File: src/shared/plpmc_map.svh
`ifndef PLPMC_MAP_SVH
`define PLPMC_MAP_SVH

// ----------------------------------------------------------------------------
// Register offsets
// ----------------------------------------------------------------------------
`define PLPMC_OFF_RIS 12'h050
`define PLPMC_OFF_IMC 12'h054
`define PLPMC_OFF_MISC 12'h058
`define PLPMC_OFF_RESET_CAUSE_REG 12'h05c
`define PLPMC_OFF_RCC 12'h060
`define PLPMC_OFF_PLLCFG 12'h064
`define PLPMC_OFF_CLOCK_CONFIG_EXT_REG 12'h070
`define PLPMC_OFF_MAIN_OSC_CONTROL_REG 12'h07c
`define PLPMC_OFF_RGATE 12'h100
`define PLPMC_OFF_SGATE 12'h110
`define PLPMC_OFF_DGATE 12'h120
`define PLPMC_OFF_DSCFG 12'h144

// ----------------------------------------------------------------------------
// Field positions
// ----------------------------------------------------------------------------
`define PLPMC_CFG_MAIN_OSC_DIS 0
`define PLPMC_CFG_INTERNAL_OSC_DIS 1
`define PLPMC_CFG_OSC_SOURCE_SELECT 5:4
`define PLPMC_CFG_CRYSTAL_SELECT 10:6
`define PLPMC_CFG_BYPASS 11
`define PLPMC_CFG_PLL_POWER_OFF 13
`define PLPMC_CFG_APPLY_DIVIDER 22
`define PLPMC_CFG_SYSCLK_DIVIDER 26:23
`define PLPMC_CFG_ACG 27
`define PLPMC_EXT_USE 31
`define PLPMC_EXT_SYSCLK_DIVIDER 28:23
`define PLPMC_EXT_USBPWRDN 14
`define PLPMC_EXT_PLL_POWER_OFF 13
`define PLPMC_EXT_BYPASS 11
`define PLPMC_EXT_OSC_SOURCE_SELECT 6:4
`define PLPMC_DS_OSC 6:4
`define PLPMC_RIS_PLL 6
`define PLPMC_RIS_USB 7
`define PLPMC_RESET_CAUSE_REG_OSCFAIL 16
`define PLPMC_MAIN_OSC_CHECK 0

// ----------------------------------------------------------------------------
// Reset values
// ----------------------------------------------------------------------------
`define PLPMC_RST_RCC 32'h07803ad1
`define PLPMC_RST_CLOCK_CONFIG_EXT_REG 32'h07806810
`define PLPMC_RST_DSCFG 32'h07800000
`define PLPMC_RST_GATE0 32'h00000040
`define PLPMC_RST_ZERO 32'h00000000

// ----------------------------------------------------------------------------
// Timing and counts
// ----------------------------------------------------------------------------
`define PLPMC_LOCK_LOAD 14'h1200
`define PLPMC_LOCK_LOAD_HI 14'h2400
`define PLPMC_CRYSTAL_SELECT_HI_LIMIT 5'h0f
`define PLPMC_FAIL_RST_PERIODS 6'h20
`define PLPMC_DS_DIV16 6'h0f
`define PLPMC_DS_DIV64 6'h3f
`define PLPMC_CLK_PERIOD_NS 25
`define PLPMC_OSC_WIN_NS 25600
`define PLPMC_OSC_WIN_CYC (`PLPMC_OSC_WIN_NS / `PLPMC_CLK_PERIOD_NS)

`endif

File: src/shared/plpmc_pkg.sv
package plpmc_pkg;

  typedef enum logic [2:0] {
    SRC_MAIN = 3'h0,
    SRC_INTERNAL_OSC = 3'h1,
    SRC_IOSC4 = 3'h2,
    SRC_LF = 3'h3,
    SRC_PLL = 3'h4
  } plpmc_src_e;

  typedef enum logic [1:0] {
    M_RUN = 2'h0,
    M_SLEEP = 2'h1,
    M_DEEP = 2'h3,
    M_WAKE = 2'h2
  } plpmc_mode_e;

  typedef enum logic [1:0] {
    F_IDLE = 2'h0,
    F_SWITCH = 2'h1,
    F_RESET = 2'h3,
    F_NMI = 2'h2
  } plpmc_fail_e;

endpackage

File: src/verilog/plpmc_top.sv
// Functional notes
// [RULE_01] Changed crystal select restarts relock; same value not
// [RULE_02] Any PLL power-up restarts its relock
// [RULE_03] Lock counter loads 0x1200, counts main oscillator
// [RULE_04] Crystal select above 0x0f loads 0x2400
// [RULE_05] Main PLL never system clock before lock
// [RULE_06] Enable-and-select together: stay on oscillator until lock
// [RULE_07] Main lock sets raw flag and interrupt
// [RULE_08] USB PLL ungated; raw flag and interrupt only
// [RULE_09] Frequency checker runs when enabled, flags band errors
// [RULE_10] Oscillator error: flag, enable internal, switch to it
// [RULE_11] Then 32 internal periods reset, then NMI
// [RULE_12] Sleep: stop processor, sleep or run gating
// [RULE_13] Sleep keeps run source and divider
// [RULE_14] Deep-sleep: stop processor, deep or run gating
// [RULE_15] Deep-sleep source: main, or chosen internal oscillator
// [RULE_16] Running PLL: power down, divider /16 or /64
// [RULE_17] Exit restores clock first, then enables clocks
// [RULE_18] Sleep only on request; interrupt wakes
// [RULE_19] Extended select takes fields from extended register
// [RULE_20] Crystal write loads translation; power bit enables PLL
// [RULE_21] Software orders bypass, program, divide, poll, unbypass
// [RULE_22] Software keeps a stable source before selecting PLL
// [RULE_23] Retrigger during count reloads and clears lock
//
// Decided for this implementation: strobed register access and the register offsets.
`include "plpmc_map.svh"
`timescale 1ns/1ps
`default_nettype none

module plpmc_top import plpmc_pkg::*; #(
  parameter int OSC_MIN_EDGES = 20,
  parameter int OSC_MAX_EDGES = 440
) (
  input wire logic ref_clk,
  input wire logic srst,
  input wire logic [11:0] reg_addr,
  input wire logic [31:0] reg_wdata,
  input wire logic reg_wr,
  input wire logic reg_rd,
  output logic [31:0] reg_rdata,
  input wire logic main_osc_pin,
  input wire logic int_osc_pin,
  input wire logic wfi_req,
  input wire logic deep_sleep_req,
  input wire logic wake_irq,
  output logic cpu_clk_en,
  output logic [95:0] periph_clk_en,
  output logic [2:0] sysclk_src,
  output logic [5:0] sysclk_div,
  output logic sysclk_div_use,
  output logic main_pll_power_on,
  output logic usb_pll_power_on,
  output logic main_osc_power_on,
  output logic int_osc_power_on,
  output logic main_pll_locked,
  output logic usb_pll_locked,
  output logic pll_irq,
  output logic sys_reset,
  output logic nmi_req
);

  // --------------------------------------------------------------------------
  // Helpers
  // --------------------------------------------------------------------------
  function automatic logic [13:0] lock_load(input logic [4:0] crystal_select);
    return (crystal_select > `PLPMC_CRYSTAL_SELECT_HI_LIMIT) ? `PLPMC_LOCK_LOAD_HI : `PLPMC_LOCK_LOAD;
  endfunction

  function automatic plpmc_src_e src_of(input logic [2:0] code);
    case (code)
      3'h0: return SRC_MAIN;
      3'h1: return SRC_INTERNAL_OSC;
      3'h2: return SRC_IOSC4;
      default: return SRC_LF;
    endcase
  endfunction

  function automatic plpmc_src_e ds_src_of(input logic [2:0] code);
    case (code)
      3'h1: return SRC_INTERNAL_OSC;
      3'h3: return SRC_LF;
      default: return SRC_MAIN;
    endcase
  endfunction

  // --------------------------------------------------------------------------
  // Pin synchronisers
  // --------------------------------------------------------------------------
  logic main_osc_s1_q, main_osc_s2_q, main_osc_s3_q, internal_osc_s1_q, internal_osc_s2_q, internal_osc_s3_q;
  logic main_osc_edge, internal_osc_edge;

  always_ff @(posedge ref_clk) begin
    if (srst) begin
      {main_osc_s1_q, main_osc_s2_q, main_osc_s3_q} <= 3'h0;
      {internal_osc_s1_q, internal_osc_s2_q, internal_osc_s3_q} <= 3'h0;
    end else begin
      {main_osc_s1_q, main_osc_s2_q, main_osc_s3_q} <= {main_osc_pin, main_osc_s1_q, main_osc_s2_q};
      {internal_osc_s1_q, internal_osc_s2_q, internal_osc_s3_q} <= {int_osc_pin, internal_osc_s1_q, internal_osc_s2_q};
    end
  end

  assign main_osc_edge = main_osc_s2_q && !main_osc_s3_q;
  assign internal_osc_edge = internal_osc_s2_q && !internal_osc_s3_q;

  // --------------------------------------------------------------------------
  // Configuration registers
  // --------------------------------------------------------------------------
  logic [31:0] rcc_q, rcc_d, clock_config_ext_reg_q, clock_config_ext_reg_d, dscfg_q, dscfg_d, imc_q, imc_d;
  logic [31:0] pllcfg_q, pllcfg_d;
  logic check_en_q, check_en_d;
  logic [31:0] rgate_q [3], rgate_d [3], sgate_q [3], sgate_d [3];
  logic [31:0] dgate_q [3], dgate_d [3];
  logic wr_rcc, crystal_select_chg, use_ext, eff_bypass, eff_pll_power_off;
  logic [4:0] crystal_select_new;
  logic [5:0] eff_div;
  plpmc_src_e eff_src;

  assign wr_rcc = reg_wr && (reg_addr == `PLPMC_OFF_RCC);
  assign crystal_select_new = wr_rcc ? reg_wdata[`PLPMC_CFG_CRYSTAL_SELECT] : rcc_q[`PLPMC_CFG_CRYSTAL_SELECT];
  assign crystal_select_chg = wr_rcc && (reg_wdata[`PLPMC_CFG_CRYSTAL_SELECT] != rcc_q[`PLPMC_CFG_CRYSTAL_SELECT]); // see [RULE_01]
  assign use_ext = clock_config_ext_reg_q[`PLPMC_EXT_USE];
  // The extended register only overrides when selected. // see [RULE_19]
  assign eff_bypass = use_ext ? clock_config_ext_reg_q[`PLPMC_EXT_BYPASS] : rcc_q[`PLPMC_CFG_BYPASS];
  assign eff_pll_power_off = use_ext ? clock_config_ext_reg_q[`PLPMC_EXT_PLL_POWER_OFF] : rcc_q[`PLPMC_CFG_PLL_POWER_OFF];
  assign eff_div = use_ext ? clock_config_ext_reg_q[`PLPMC_EXT_SYSCLK_DIVIDER] : {2'h0, rcc_q[`PLPMC_CFG_SYSCLK_DIVIDER]};
  assign eff_src = use_ext ? src_of(clock_config_ext_reg_q[`PLPMC_EXT_OSC_SOURCE_SELECT])
                           : src_of({1'b0, rcc_q[`PLPMC_CFG_OSC_SOURCE_SELECT]});

  always_comb begin
    rcc_d = rcc_q;
    clock_config_ext_reg_d = clock_config_ext_reg_q;
    dscfg_d = dscfg_q;
    imc_d = imc_q;
    check_en_d = check_en_q;
    pllcfg_d = pllcfg_q;
    rgate_d = rgate_q;
    sgate_d = sgate_q;
    dgate_d = dgate_q;
    if (reg_wr) begin
      case (reg_addr)
        `PLPMC_OFF_RCC: rcc_d = reg_wdata;
        `PLPMC_OFF_CLOCK_CONFIG_EXT_REG: clock_config_ext_reg_d = reg_wdata;
        `PLPMC_OFF_DSCFG: dscfg_d = reg_wdata;
        `PLPMC_OFF_IMC: imc_d = reg_wdata;
        `PLPMC_OFF_MAIN_OSC_CONTROL_REG: check_en_d = reg_wdata[`PLPMC_MAIN_OSC_CHECK];
        default: ;
      endcase
      for (int i = 0; i < 3; i++) begin
        if (reg_addr == 12'(`PLPMC_OFF_RGATE + 4 * i)) rgate_d[i] = reg_wdata;
        if (reg_addr == 12'(`PLPMC_OFF_SGATE + 4 * i)) sgate_d[i] = reg_wdata;
        if (reg_addr == 12'(`PLPMC_OFF_DGATE + 4 * i)) dgate_d[i] = reg_wdata;
      end
    end
    // The PLL translation follows every crystal write automatically. // see [RULE_20]
    if (wr_rcc) pllcfg_d = {27'h0, reg_wdata[`PLPMC_CFG_CRYSTAL_SELECT]};
  end

  always_ff @(posedge ref_clk) begin
    if (srst) begin
      rcc_q <= `PLPMC_RST_RCC;
      clock_config_ext_reg_q <= `PLPMC_RST_CLOCK_CONFIG_EXT_REG;
      dscfg_q <= `PLPMC_RST_DSCFG;
      imc_q <= `PLPMC_RST_ZERO;
      check_en_q <= 1'b0;
      pllcfg_q <= `PLPMC_RST_ZERO;
      for (int i = 0; i < 3; i++) begin
        rgate_q[i] <= (i == 0) ? `PLPMC_RST_GATE0 : `PLPMC_RST_ZERO;
        sgate_q[i] <= (i == 0) ? `PLPMC_RST_GATE0 : `PLPMC_RST_ZERO;
        dgate_q[i] <= (i == 0) ? `PLPMC_RST_GATE0 : `PLPMC_RST_ZERO;
      end
    end else begin
      rcc_q <= rcc_d;
      clock_config_ext_reg_q <= clock_config_ext_reg_d;
      dscfg_q <= dscfg_d;
      imc_q <= imc_d;
      check_en_q <= check_en_d;
      pllcfg_q <= pllcfg_d;
      rgate_q <= rgate_d;
      sgate_q <= sgate_d;
      dgate_q <= dgate_d;
    end
  end

  // --------------------------------------------------------------------------
  // Power mode
  // --------------------------------------------------------------------------
  plpmc_mode_e mode_q, mode_d;
  logic pll_run_q, pll_run_d, deep_pll_off;
  logic [1:0] pll_on;

  always_comb begin
    mode_d = mode_q;
    pll_run_d = pll_run_q;
    unique case (mode_q)
      M_RUN: if (wfi_req) begin // see [RULE_18]
        mode_d = deep_sleep_req ? M_DEEP : M_SLEEP;
        pll_run_d = !eff_pll_power_off;
      end
      M_SLEEP: if (wake_irq) mode_d = M_RUN; // see [RULE_18]
      M_DEEP: if (wake_irq) mode_d = M_WAKE;
      M_WAKE: mode_d = M_RUN; // see [RULE_17]
    endcase
  end

  always_ff @(posedge ref_clk) begin
    if (srst) begin
      mode_q <= M_RUN;
      pll_run_q <= 1'b0;
    end else begin
      mode_q <= mode_d;
      pll_run_q <= pll_run_d;
    end
  end

  assign deep_pll_off = (mode_q == M_DEEP) && pll_run_q; // see [RULE_16]
  assign pll_on[0] = !eff_pll_power_off && !deep_pll_off;
  assign pll_on[1] = !clock_config_ext_reg_q[`PLPMC_EXT_USBPWRDN] && !deep_pll_off;

  // --------------------------------------------------------------------------
  // Lock counters, index 0 main PLL, index 1 USB PLL
  // --------------------------------------------------------------------------
  logic [1:0] pll_on_q, lock_q, lock_d, trig;
  logic [13:0] cnt_q [2], cnt_d [2];

  always_comb begin
    for (int i = 0; i < 2; i++) begin
      trig[i] = crystal_select_chg || (pll_on[i] && !pll_on_q[i]); // see [RULE_01] [RULE_02]
      cnt_d[i] = cnt_q[i];
      lock_d[i] = lock_q[i];
      if (!pll_on[i]) begin
        cnt_d[i] = 14'h0;
        lock_d[i] = 1'b0;
      end else if (trig[i]) begin
        cnt_d[i] = lock_load(crystal_select_new); // see [RULE_03] [RULE_04] [RULE_23]
        lock_d[i] = 1'b0;
      end else if (main_osc_edge && (cnt_q[i] != 14'h0)) begin
        cnt_d[i] = cnt_q[i] - 14'h1; // see [RULE_03]
        if (cnt_q[i] == 14'h1) lock_d[i] = 1'b1;
      end
    end
  end

  always_ff @(posedge ref_clk) begin
    if (srst) begin
      pll_on_q <= 2'h0;
      lock_q <= 2'h0;
      cnt_q[0] <= 14'h0;
      cnt_q[1] <= 14'h0;
    end else begin
      pll_on_q <= pll_on;
      lock_q <= lock_d;
      cnt_q <= cnt_d;
    end
  end

  assign main_pll_locked = lock_q[0];
  assign usb_pll_locked = lock_q[1]; // see [RULE_08]

  // --------------------------------------------------------------------------
  // Oscillator checker and failure sequence
  // --------------------------------------------------------------------------
  plpmc_fail_e fail_q, fail_d;
  logic [9:0] win_q, win_d;
  logic [8:0] edges_q, edges_d;
  logic [5:0] rst_cnt_q, rst_cnt_d;
  logic fail_src_q, fail_src_d, osc_err;
  logic cfg_wr;

  assign cfg_wr = wr_rcc || (reg_wr && (reg_addr == `PLPMC_OFF_CLOCK_CONFIG_EXT_REG));
  assign osc_err = check_en_q && (win_q == 10'(`PLPMC_OSC_WIN_CYC - 1)) &&
                   ((int'(edges_q) < OSC_MIN_EDGES) || (int'(edges_q) > OSC_MAX_EDGES));

  always_comb begin
    win_d = 10'h0;
    edges_d = 9'h0;
    if (check_en_q && (fail_q == F_IDLE) && (win_q != 10'(`PLPMC_OSC_WIN_CYC - 1))) begin
      win_d = win_q + 10'h1; // see [RULE_09]
      edges_d = (main_osc_edge && (edges_q != 9'h1ff)) ? edges_q + 9'h1 : edges_q;
    end
    fail_d = fail_q;
    rst_cnt_d = rst_cnt_q;
    fail_src_d = fail_src_q && !cfg_wr;
    unique case (fail_q)
      F_IDLE: if (osc_err) fail_d = F_SWITCH; // see [RULE_09]
      F_SWITCH: begin
        fail_src_d = 1'b1; // see [RULE_10]
        rst_cnt_d = 6'h0;
        fail_d = F_RESET;
      end
      F_RESET: begin
        fail_src_d = 1'b1;
        if (internal_osc_edge) rst_cnt_d = rst_cnt_q + 6'h1;
        if (internal_osc_edge && (rst_cnt_q == `PLPMC_FAIL_RST_PERIODS - 6'h1)) fail_d = F_NMI; // see [RULE_11]
      end
      F_NMI: fail_d = F_IDLE;
    endcase
  end

  always_ff @(posedge ref_clk) begin
    if (srst) begin
      fail_q <= F_IDLE;
      win_q <= 10'h0;
      edges_q <= 9'h0;
      rst_cnt_q <= 6'h0;
      fail_src_q <= 1'b0;
    end else begin
      fail_q <= fail_d;
      win_q <= win_d;
      edges_q <= edges_d;
      rst_cnt_q <= rst_cnt_d;
      fail_src_q <= fail_src_d;
    end
  end

  assign sys_reset = (fail_q == F_RESET); // see [RULE_11]
  assign nmi_req = (fail_q == F_NMI); // see [RULE_11]

  // --------------------------------------------------------------------------
  // Status, system clock and gating outputs
  // --------------------------------------------------------------------------
  logic [31:0] ris_q, ris_d, reset_cause_reg_q, reset_cause_reg_d, rdata_q, rdata_d;
  logic [95:0] gate_q, gate_d;
  plpmc_src_e src_q, src_d;
  logic [5:0] div_q, div_d;
  logic div_use_q, div_use_d, cpu_en_q, cpu_en_d, ds_int;

  assign ds_int = (mode_q == M_DEEP) && (ds_src_of(dscfg_q[`PLPMC_DS_OSC]) != SRC_MAIN);

  always_comb begin
    // Set wins over a same-cycle clear on every hardware flag.
    ris_d = ris_q;
    reset_cause_reg_d = reset_cause_reg_q;
    if (reg_wr && (reg_addr == `PLPMC_OFF_MISC)) ris_d = ris_q & ~(reg_wdata & imc_q);
    if (reg_wr && (reg_addr == `PLPMC_OFF_RESET_CAUSE_REG)) reset_cause_reg_d = reg_wdata;
    if (lock_d[0] && !lock_q[0]) ris_d[`PLPMC_RIS_PLL] = 1'b1; // see [RULE_07]
    if (lock_d[1] && !lock_q[1]) ris_d[`PLPMC_RIS_USB] = 1'b1; // see [RULE_08]
    if (fail_q == F_SWITCH) reset_cause_reg_d[`PLPMC_RESET_CAUSE_REG_OSCFAIL] = 1'b1; // see [RULE_10]
    src_d = eff_src; // see [RULE_13]
    div_d = eff_div;
    div_use_d = rcc_q[`PLPMC_CFG_APPLY_DIVIDER];
    if (fail_src_q || (fail_q == F_SWITCH)) begin
      src_d = SRC_INTERNAL_OSC; // see [RULE_10]
    end else if (mode_q == M_DEEP) begin
      src_d = ds_src_of(dscfg_q[`PLPMC_DS_OSC]); // see [RULE_15]
      if (pll_run_q) begin
        div_d = use_ext ? `PLPMC_DS_DIV64 : `PLPMC_DS_DIV16; // see [RULE_16]
        div_use_d = 1'b1;
      end
    end else if (!eff_bypass && pll_on[0] && lock_d[0]) begin
      src_d = SRC_PLL; // see [RULE_05] [RULE_06]
    end
    // Wake keeps the processor clock stopped for one cycle while the source is restored; peripherals keep deep-sleep gating.
    cpu_en_d = (mode_d == M_RUN) && (mode_q != M_DEEP); // see [RULE_12] [RULE_14] [RULE_17]
    unique case (mode_d)
      M_SLEEP: gate_d = rcc_q[`PLPMC_CFG_ACG] ? {sgate_q[2], sgate_q[1], sgate_q[0]}
                                              : {rgate_q[2], rgate_q[1], rgate_q[0]}; // see [RULE_12]
      M_DEEP, M_WAKE: gate_d = rcc_q[`PLPMC_CFG_ACG] ? {dgate_q[2], dgate_q[1], dgate_q[0]}
                                                     : {rgate_q[2], rgate_q[1], rgate_q[0]}; // see [RULE_14]
      M_RUN: gate_d = (mode_q == M_DEEP) ? gate_q : {rgate_q[2], rgate_q[1], rgate_q[0]};
    endcase
    rdata_d = 32'h0;
    if (reg_rd) begin
      case (reg_addr)
        `PLPMC_OFF_RIS: rdata_d = ris_q;
        `PLPMC_OFF_IMC: rdata_d = imc_q;
        `PLPMC_OFF_MISC: rdata_d = ris_q & imc_q;
        `PLPMC_OFF_RESET_CAUSE_REG: rdata_d = reset_cause_reg_q;
        `PLPMC_OFF_RCC: rdata_d = rcc_q;
        `PLPMC_OFF_PLLCFG: rdata_d = pllcfg_q;
        `PLPMC_OFF_CLOCK_CONFIG_EXT_REG: rdata_d = clock_config_ext_reg_q;
        `PLPMC_OFF_MAIN_OSC_CONTROL_REG: rdata_d = {31'h0, check_en_q};
        `PLPMC_OFF_DSCFG: rdata_d = dscfg_q;
        default: ;
      endcase
      for (int i = 0; i < 3; i++) begin
        if (reg_addr == 12'(`PLPMC_OFF_RGATE + 4 * i)) rdata_d = rgate_q[i];
        if (reg_addr == 12'(`PLPMC_OFF_SGATE + 4 * i)) rdata_d = sgate_q[i];
        if (reg_addr == 12'(`PLPMC_OFF_DGATE + 4 * i)) rdata_d = dgate_q[i];
      end
    end
  end

  always_ff @(posedge ref_clk) begin
    if (srst) begin
      ris_q <= `PLPMC_RST_ZERO;
      reset_cause_reg_q <= `PLPMC_RST_ZERO;
      src_q <= SRC_INTERNAL_OSC;
      div_q <= 6'h0;
      div_use_q <= 1'b0;
      cpu_en_q <= 1'b1;
      gate_q <= {`PLPMC_RST_ZERO, `PLPMC_RST_ZERO, `PLPMC_RST_GATE0};
      rdata_q <= 32'h0;
    end else begin
      ris_q <= ris_d;
      reset_cause_reg_q <= reset_cause_reg_d;
      src_q <= src_d;
      div_q <= div_d;
      div_use_q <= div_use_d;
      cpu_en_q <= cpu_en_d;
      gate_q <= gate_d;
      rdata_q <= rdata_d;
    end
  end

  assign reg_rdata = rdata_q;
  assign sysclk_src = src_q;
  assign sysclk_div = div_q;
  assign sysclk_div_use = div_use_q;
  assign cpu_clk_en = cpu_en_q;
  assign periph_clk_en = gate_q;
  assign pll_irq = |(ris_q & imc_q); // see [RULE_07] [RULE_08]
  assign main_pll_power_on = pll_on[0]; // see [RULE_20]
  assign usb_pll_power_on = pll_on[1];
  assign main_osc_power_on = !rcc_q[`PLPMC_CFG_MAIN_OSC_DIS] && !ds_int; // see [RULE_15]
  assign int_osc_power_on = !rcc_q[`PLPMC_CFG_INTERNAL_OSC_DIS] || fail_src_q ||
                            (fail_q != F_IDLE) || ds_int; // see [RULE_10] [RULE_15]
endmodule // plpmc_top

`default_nettype wire

File: config.mk
export PLATFORM = sky130hd
export DESIGN_NAME = plpmc_top
export DESIGN_NICKNAME = d
export VERILOG_FILES = /design/src/shared/plpmc_pkg.sv /design/src/verilog/plpmc_top.sv
export VERILOG_INCLUDE_DIRS = /design/src /design/src/shared
export SDC_FILE = /design/constraint.sdc
export NUM_CORES = 2
export LEC_CHECK = 0
export BUFFER_PORTS_ARGS = -buffer_cell sky130_fd_sc_hd__buf_2
export CORE_ASPECT_RATIO = 2
export CORE_MARGIN = 10
export CORE_UTILIZATION = 40
export CTS_CLUSTER_SIZE = 30
export DETAILED_ROUTE_END_ITERATION = 8
export PLACE_DENSITY = 0.64
export RECOVER_POWER = 100
export SYNTH_ARGS = -nofsm -noshare
export SYNTH_HDL_FRONTEND = slang
export SYNTH_SLANG_ARGS = --single-unit
File: constraint.sdc
create_clock -name ref_clk -period 4.3 [get_ports ref_clk]
set_clock_uncertainty 0.1 [all_clocks]
set_input_delay 0.43 -clock ref_clk [delete_from_list [all_inputs] [get_ports ref_clk]]
set_output_delay 0.43 -clock ref_clk [all_outputs]
set_load 0.01 [all_outputs]
* Word-level counts from Yosys, hierarchy flattened
Cells that the tools add are included.
** Cells by class
- Reductions and logical operators :: 90
- Bitwise logic cells :: 8
- Add/subtract/negate cells :: 5
- $lt $le $gt $ge :: 3
- Multiplexer cells :: 60
- Eq/ne operators :: 45
** Operators with widths (count)
- 2-to-1 mux 32 bit :: 9
- 2-to-1 mux 96 bit :: 3
- one-hot mux 32 bit (9 select lines) :: 1
- one-hot mux 96 bit (3 select lines) :: 1
- equality test 12 x 9 -> 1 bit, second input constant :: 10
- bitwise AND 32 bit :: 3
- equality test 12 x 7 -> 1 bit, second input constant :: 8
- 2-to-1 mux 14 bit :: 5
- 2-to-1 mux 6 bit :: 6
- AND reduction 2 bit :: 17
- inverter 32 bit :: 1
- OR reduction 32 bit :: 1
- equality test 14 x 1 -> 1 bit, second input constant :: 2
- logical AND 1 bit :: 28
- nonzero test 14 bit :: 2
- subtractor 14 x 1 -> 14 bit, second input constant :: 2
- 2-to-1 mux 1 bit :: 17
- 2-to-1 mux 17 bit :: 1
- one-hot mux 2 bit (4 select lines) :: 2
- equality test 2 bit, second input constant :: 7
- zero test 1 bit :: 14
- nonzero test 2 bit :: 7
- OR reduction 2 bit :: 7
- 2-to-1 mux 2 bit :: 6
- 27 further kinds :: 51
** Word-level totals
- Input bits :: 53
- Word-level logic and storage cells :: 254
- Bits in registers :: 694

* Logic depth before layout (Yosys ltp)
- Depth in word-level cells :: 11
- Depth in mapped cells :: 10

* Least setup slack after synthesis
OpenSTA, ideal clock, no wires.
- Path type :: input port to flip-flop
- From :: input reg_addr[3]
- To :: register rdata_q[2] (netlist: reg_rdata[2])
- Arrival time :: 2.258 ns
- Required time :: 4.074 ns
- Buffers on the path :: 3
- Setup slack :: 1.816 ns
- Setup time :: 0.126 ns
- Stages :: 9
- Cells stage by stage :: buf_4 or4b_2 clkbuf_1 buf_2 nor4_1 a211oi_1 o21ai_0 o21a_1 o21ai_0
** Between the ends
- Cells in the longest elaborated chain, start to end :: 11
** RTL lines
- from (decl) :: RTL line plpmc_top.sv:37 : input wire logic [11:0] reg_addr,
- equality test 12 x 9 -> 1 bit / equality test 12 x 7 -> 1 bit (equally long branches) :: RTL line plpmc_top.sv:364 : case (reg_addr)
- one-hot mux 32 bit (9 select lines) :: RTL line plpmc_top.sv:364
- 2-to-1 mux 32 bit :: RTL line plpmc_top.sv:377 : if (reg_addr == 12'(`PLPMC_OFF_RGATE + 4 * i)) rdata_d = rgate_q[i];
- 2-to-1 mux 32 bit :: RTL line plpmc_top.sv:378 : if (reg_addr == 12'(`PLPMC_OFF_SGATE + 4 * i)) rdata_d = sgate_q[i];
- 2-to-1 mux 32 bit :: RTL line plpmc_top.sv:379 : if (reg_addr == 12'(`PLPMC_OFF_DGATE + 4 * i)) rdata_d = dgate_q[i];
- 2-to-1 mux 32 bit :: RTL line plpmc_top.sv:377
- 2-to-1 mux 32 bit :: RTL line plpmc_top.sv:378
- 2-to-1 mux 32 bit :: RTL line plpmc_top.sv:379
- 2-to-1 mux 32 bit :: RTL line plpmc_top.sv:377
- 2-to-1 mux 32 bit :: RTL line plpmc_top.sv:378
- 2-to-1 mux 32 bit * :: RTL line plpmc_top.sv:379
- to (signal assigned) :: RTL line plpmc_top.sv:402 : rdata_q <= rdata_d;
- to (decl) :: RTL line plpmc_top.sv:322 : logic [31:0] ris_q, ris_d, reset_cause_reg_q, reset_cause_reg_d, rdata_q, rdata_d;
Mark *: on every way between the ends. The rest lies on a longest branch, timed or not.
A chain may end at the register's enable or synchronous reset.

* Worst setup path in the final report
- From :: input reg_addr[2]
- To :: register rdata_q[31] (netlist: reg_rdata[31])
Same word-level chain as after synthesis.

==> results.yml <==
status:
  status: "complete, but fails checks"
  violations: "DRC, capacitance limit, slew limit"
critical_path:
  critical-path-max-stage-delay_ns: 1.11
  crit_slowest_cell: "clkbuf_1"
  cp.arrival_ns: 4.21
  critPathTopFamily: "buffers and inverters"
  crit_required_ns: 4.76
  path_cells: "clkbuf_1 -> clkbuf_1 -> nor4bb_2 -> buf_4 -> a32oi_1 -> nor2_1 -> a221oi_2 -> a211o_1 -> a21oi_1"
  startpoint_type: "input pin"
  cp_max_fo: 25
  worst-path-buf-inv: 3
  critPathKind: "in2reg"
  cp-end-kind: "flop"
  crit_top_cell: "clkbuf_1"
synthesis:
  async_reset_ff_share_pct: 0
  ys.flop_type: "dfxtp_1"
  yosys.area_share.simple_pct: 21.4
  synthesis.nets: 3856
  syn_avg_cell_area_um2: 7.96
  yosysWarnings: 0
  synth_edf_count: 0
  netlist_area_um2: 30200
  ys_seq_elements: 692
  synth-xor-area-share_pct: 1.33
  synthDistinctLibCells: 89
  synthAdderAreaFrac_pct: 0.331
  synthMuxAreaShare_pct: 2.93
  synthCells: 3795
  synth_top_family_by_area: "compound AO/OA/AOI/OAI gates"
  ys_seq_area_share_pct: 45.9
  synth_compound_area_share_pct: 23.0
global_routing:
  grt_first_pass_wirelength_um: 198000
  grt_usage_pct: 29.7
  grt_max_degree: 154
  antenna_found_initial: 4
  grt_overflow: 0
  grt_pass1_vias: 29500
die:
  die_x_um: 214
  boundaryPins: 201
  die_y_um: 409
  initial_core_util_pct: 40.3
  rows: 142
  core_um2: 75000
  dieArea_um2: 87500
clock_tree:
  cts_tree: "done"
  postCtsSetupRepairBufs: 0
  numCtsBuffers: 61
  clk_latency_ns: 0.68
  clk_pin_slew_ns: 0.07
  clock_sinks: 692
  cts_root_buffer: "clkbuf_16"
  cts_buffer_depth: 3
  htreeDepth: 2
power_and_ir_drop:
  ir_drop_mv: 0.302
  leakagePower_nw: 11.1
  power.density_nw_per_um2: 376
  p_total_mw: 12.8
detailed_routing:
  initialDrtViolationCount: 4177
  route.detailed.drc: 9
  vias: 30500
  wirelength_um: 137000
  drt-wirelength-per-cell_um: 27.8
  dr.pass1.iters: 9
  vias_per_cell: 6.19
  antenna_left: 0
timing:
  fmax_mhz: 267
  relSlewSlack_pct: -82.9
  rsz0062_at_grt: "false"
  finalHoldViolCount: 0
  slew_violations: 148
  setup_violations: 0
  worst_pin_slew_ns: 2.74
  fin_crit_ns: 3.75
  setup_tns_ns: 0
  min_period_over_period_pct: 87.2
  final.setup.worst_slack_ns: 0.550
hold_path:
  min_path_type: "in2reg"
finish:
  utilization_pct: 45.5
  area_growth_pct: 12.9
  drive_gt1_share_pct: 9.32
  stdcell_count: 4928
  nets: 3928
placed_design:
  place_hpwl_um: 97000
  gp_congestion: 1.05
  dp.cells: 4810
  port_buffers: 200
  pre_cts_ws_ns: 0.801
flow_run:
  max-cap-violations: 6
==> placed cells by master, fill, tap and decap left out, types with 49 or more instances in the layout <==
master     netlist  routed
a21oi_1        558     557
a222oi_1       100     100
a22oi_1         66      66
buf_2           44      50
buf_4            9     103
clkbuf_1       259     187
clkbuf_16        0      61
dfxtp_1        692     691
inv_1           49      49
mux2_2          52      52
nand2_1        993     993
nor2_1         232     227
o21ai_0         76      77
o22ai_1         52      52
==> what timing repair did <==
| item | 4_1_cts | 5_1_grt |
|---|---|---|
| hold endpoints to repair | 2 | 0 |
| hold buffers | 2 | 0 |
| gates resized for setup | 0 | 0 |
==> sequential cells by signal, summed over array words and instances (netlist names), 3 cells and up <==
register,cells
sgate_q,96
cnt_q,28
dgate_q,96
imc_q,32
win_q,10
edges_q,9
dscfg_q,32
rcc_q,32
sysclk_src,3
clock_config_ext_reg_q,32
rst_cnt_q,6
reg_rdata,32
reset_cause_reg_q,32
ris_q,32
periph_clk_en,96
pllcfg_q,3
sysclk_div,6
rgate_q,96
==> power breakdown <==
group | switching (mW) | internal [mW] | total, mW
Sequential | 0.00444 | 6.41 | 6.42
Combinational | 0.494 | 0.121 | 0.615
Clock | 2.69 | 3.10 | 5.79
Total | 3.19 | 9.63 | 12.8
==> cell usage after synthesis (8+ instances only) <==
library cell	instances	area share, %
a222oi_1	100	3.3
nor4_1	8	0.17
nor2b_1	25	0.52
xor2_1	31	0.90
buf_1	24	0.30
xnor2_1	15	0.44
mux2i_1	30	0.99
nand2_1	993	12
nand4_1	26	0.54
o22ai_1	52	1.1
a31oi_1	22	0.46
o21a_1	8	0.20
buf_2	44	0.73
a221oi_1	18	0.52
nand3_1	46	0.76
o21ai_0	76	1.3
o221ai_1	16	0.46
inv_1	49	0.61
a21o_1	13	0.32
o211ai_1	9	0.22
ha_1	8	0.33
a32oi_1	16	0.46
mux2_2	52	1.9
and3_1	12	0.25
nand2b_1	14	0.29
buf_4	9	0.22
clkbuf_1	259	3.2
nor3_1	36	0.60
a21oi_1	558	9.2
dfxtp_1	692	46
and2_1	8	0.17
a22oi_1	66	1.6
a22o_1	11	0.32
a311oi_1	32	0.93
a221o_1	8	0.27
nand3b_1	31	0.77
nor2_1	232	2.9
==> stage by stage <==
| stage | instance area (um2) | hold WS (ns) |
|---|---|---|
| 2_1_floorplan | 30200 | 0.314 |
| 3_3_place_gp | 32400 | 0.327 |
| 3_5_place_dp | 32400 | 0.339 |
| 4_1_cts | 34500 | 0.0280 |
| 5_1_grt | 34100 | 0.0540 |
| 6_report | 34100 | 0.0438 |
==> layer usage <==
metal / wire [um] / vias to the layer above / track usage [%] / part of all wire [%]
li1: - / 13500 / - / -
met1: 46600 / 14400 / 31.6 / 34
met2: 64100 / 1950 / 49.4 / 47
met3: 11900 / 660 / 5.73 / 8.7
met4: 14200 / 6 / 27.0 / 10
met5: 33 / - / 0 / 0.024
==> area by class of cell <==
cell class / count / area [um2]
Tap cell: 1008 / 1260
Antenna cell: 3 / 7.51
Fill cell: 7632 / 40900
Multi-Input combinational cell: 2718 / 14900
Timing Repair Buffer: 345 / 1840
Sequential cell: 692 / 13900
Clock inverter: 36 / 377
Clock buffer: 77 / 1690
Inverter: 49 / 184
==> path summary, 6_finish.rpt <==
| path | from | end | slack (ns) | cells past startpoint |
|---|---|---|---|---|
| setup / recovery | reg_addr[2] | reg_rdata[31]$_SDFF_PP0_ | 0.55 | 9 |
| setup reg to reg | mode_q[0]$_SDFF_PP0_ | periph_clk_en[74]$_SDFFE_PP0P_ | 0.66 | 8 |
| hold reg to reg | main_osc_s1_q$_SDFF_PP0_ | main_osc_s2_q$_SDFF_PP0_ | 0.34 | 1 |
| hold / removal | srst | rst_cnt_q[2]$_SDFFE_PP0P_ | 0.04 | 2 |
==> cell families (layout without fill, tap and decap cells) <==
family,Yosys count,in the layout
AO/OA/AOI/OAI,1083,1083
XOR/XNOR,46,46
adder cells (fa/ha/maj),8,8
buffers and inverters,385,507
flip-flops,692,692
multiplexers,82,82
other,0,3
AND/OR/NAND/NOR,1499,1499
No activity file was read; power rests on OpenSTA's default activity.
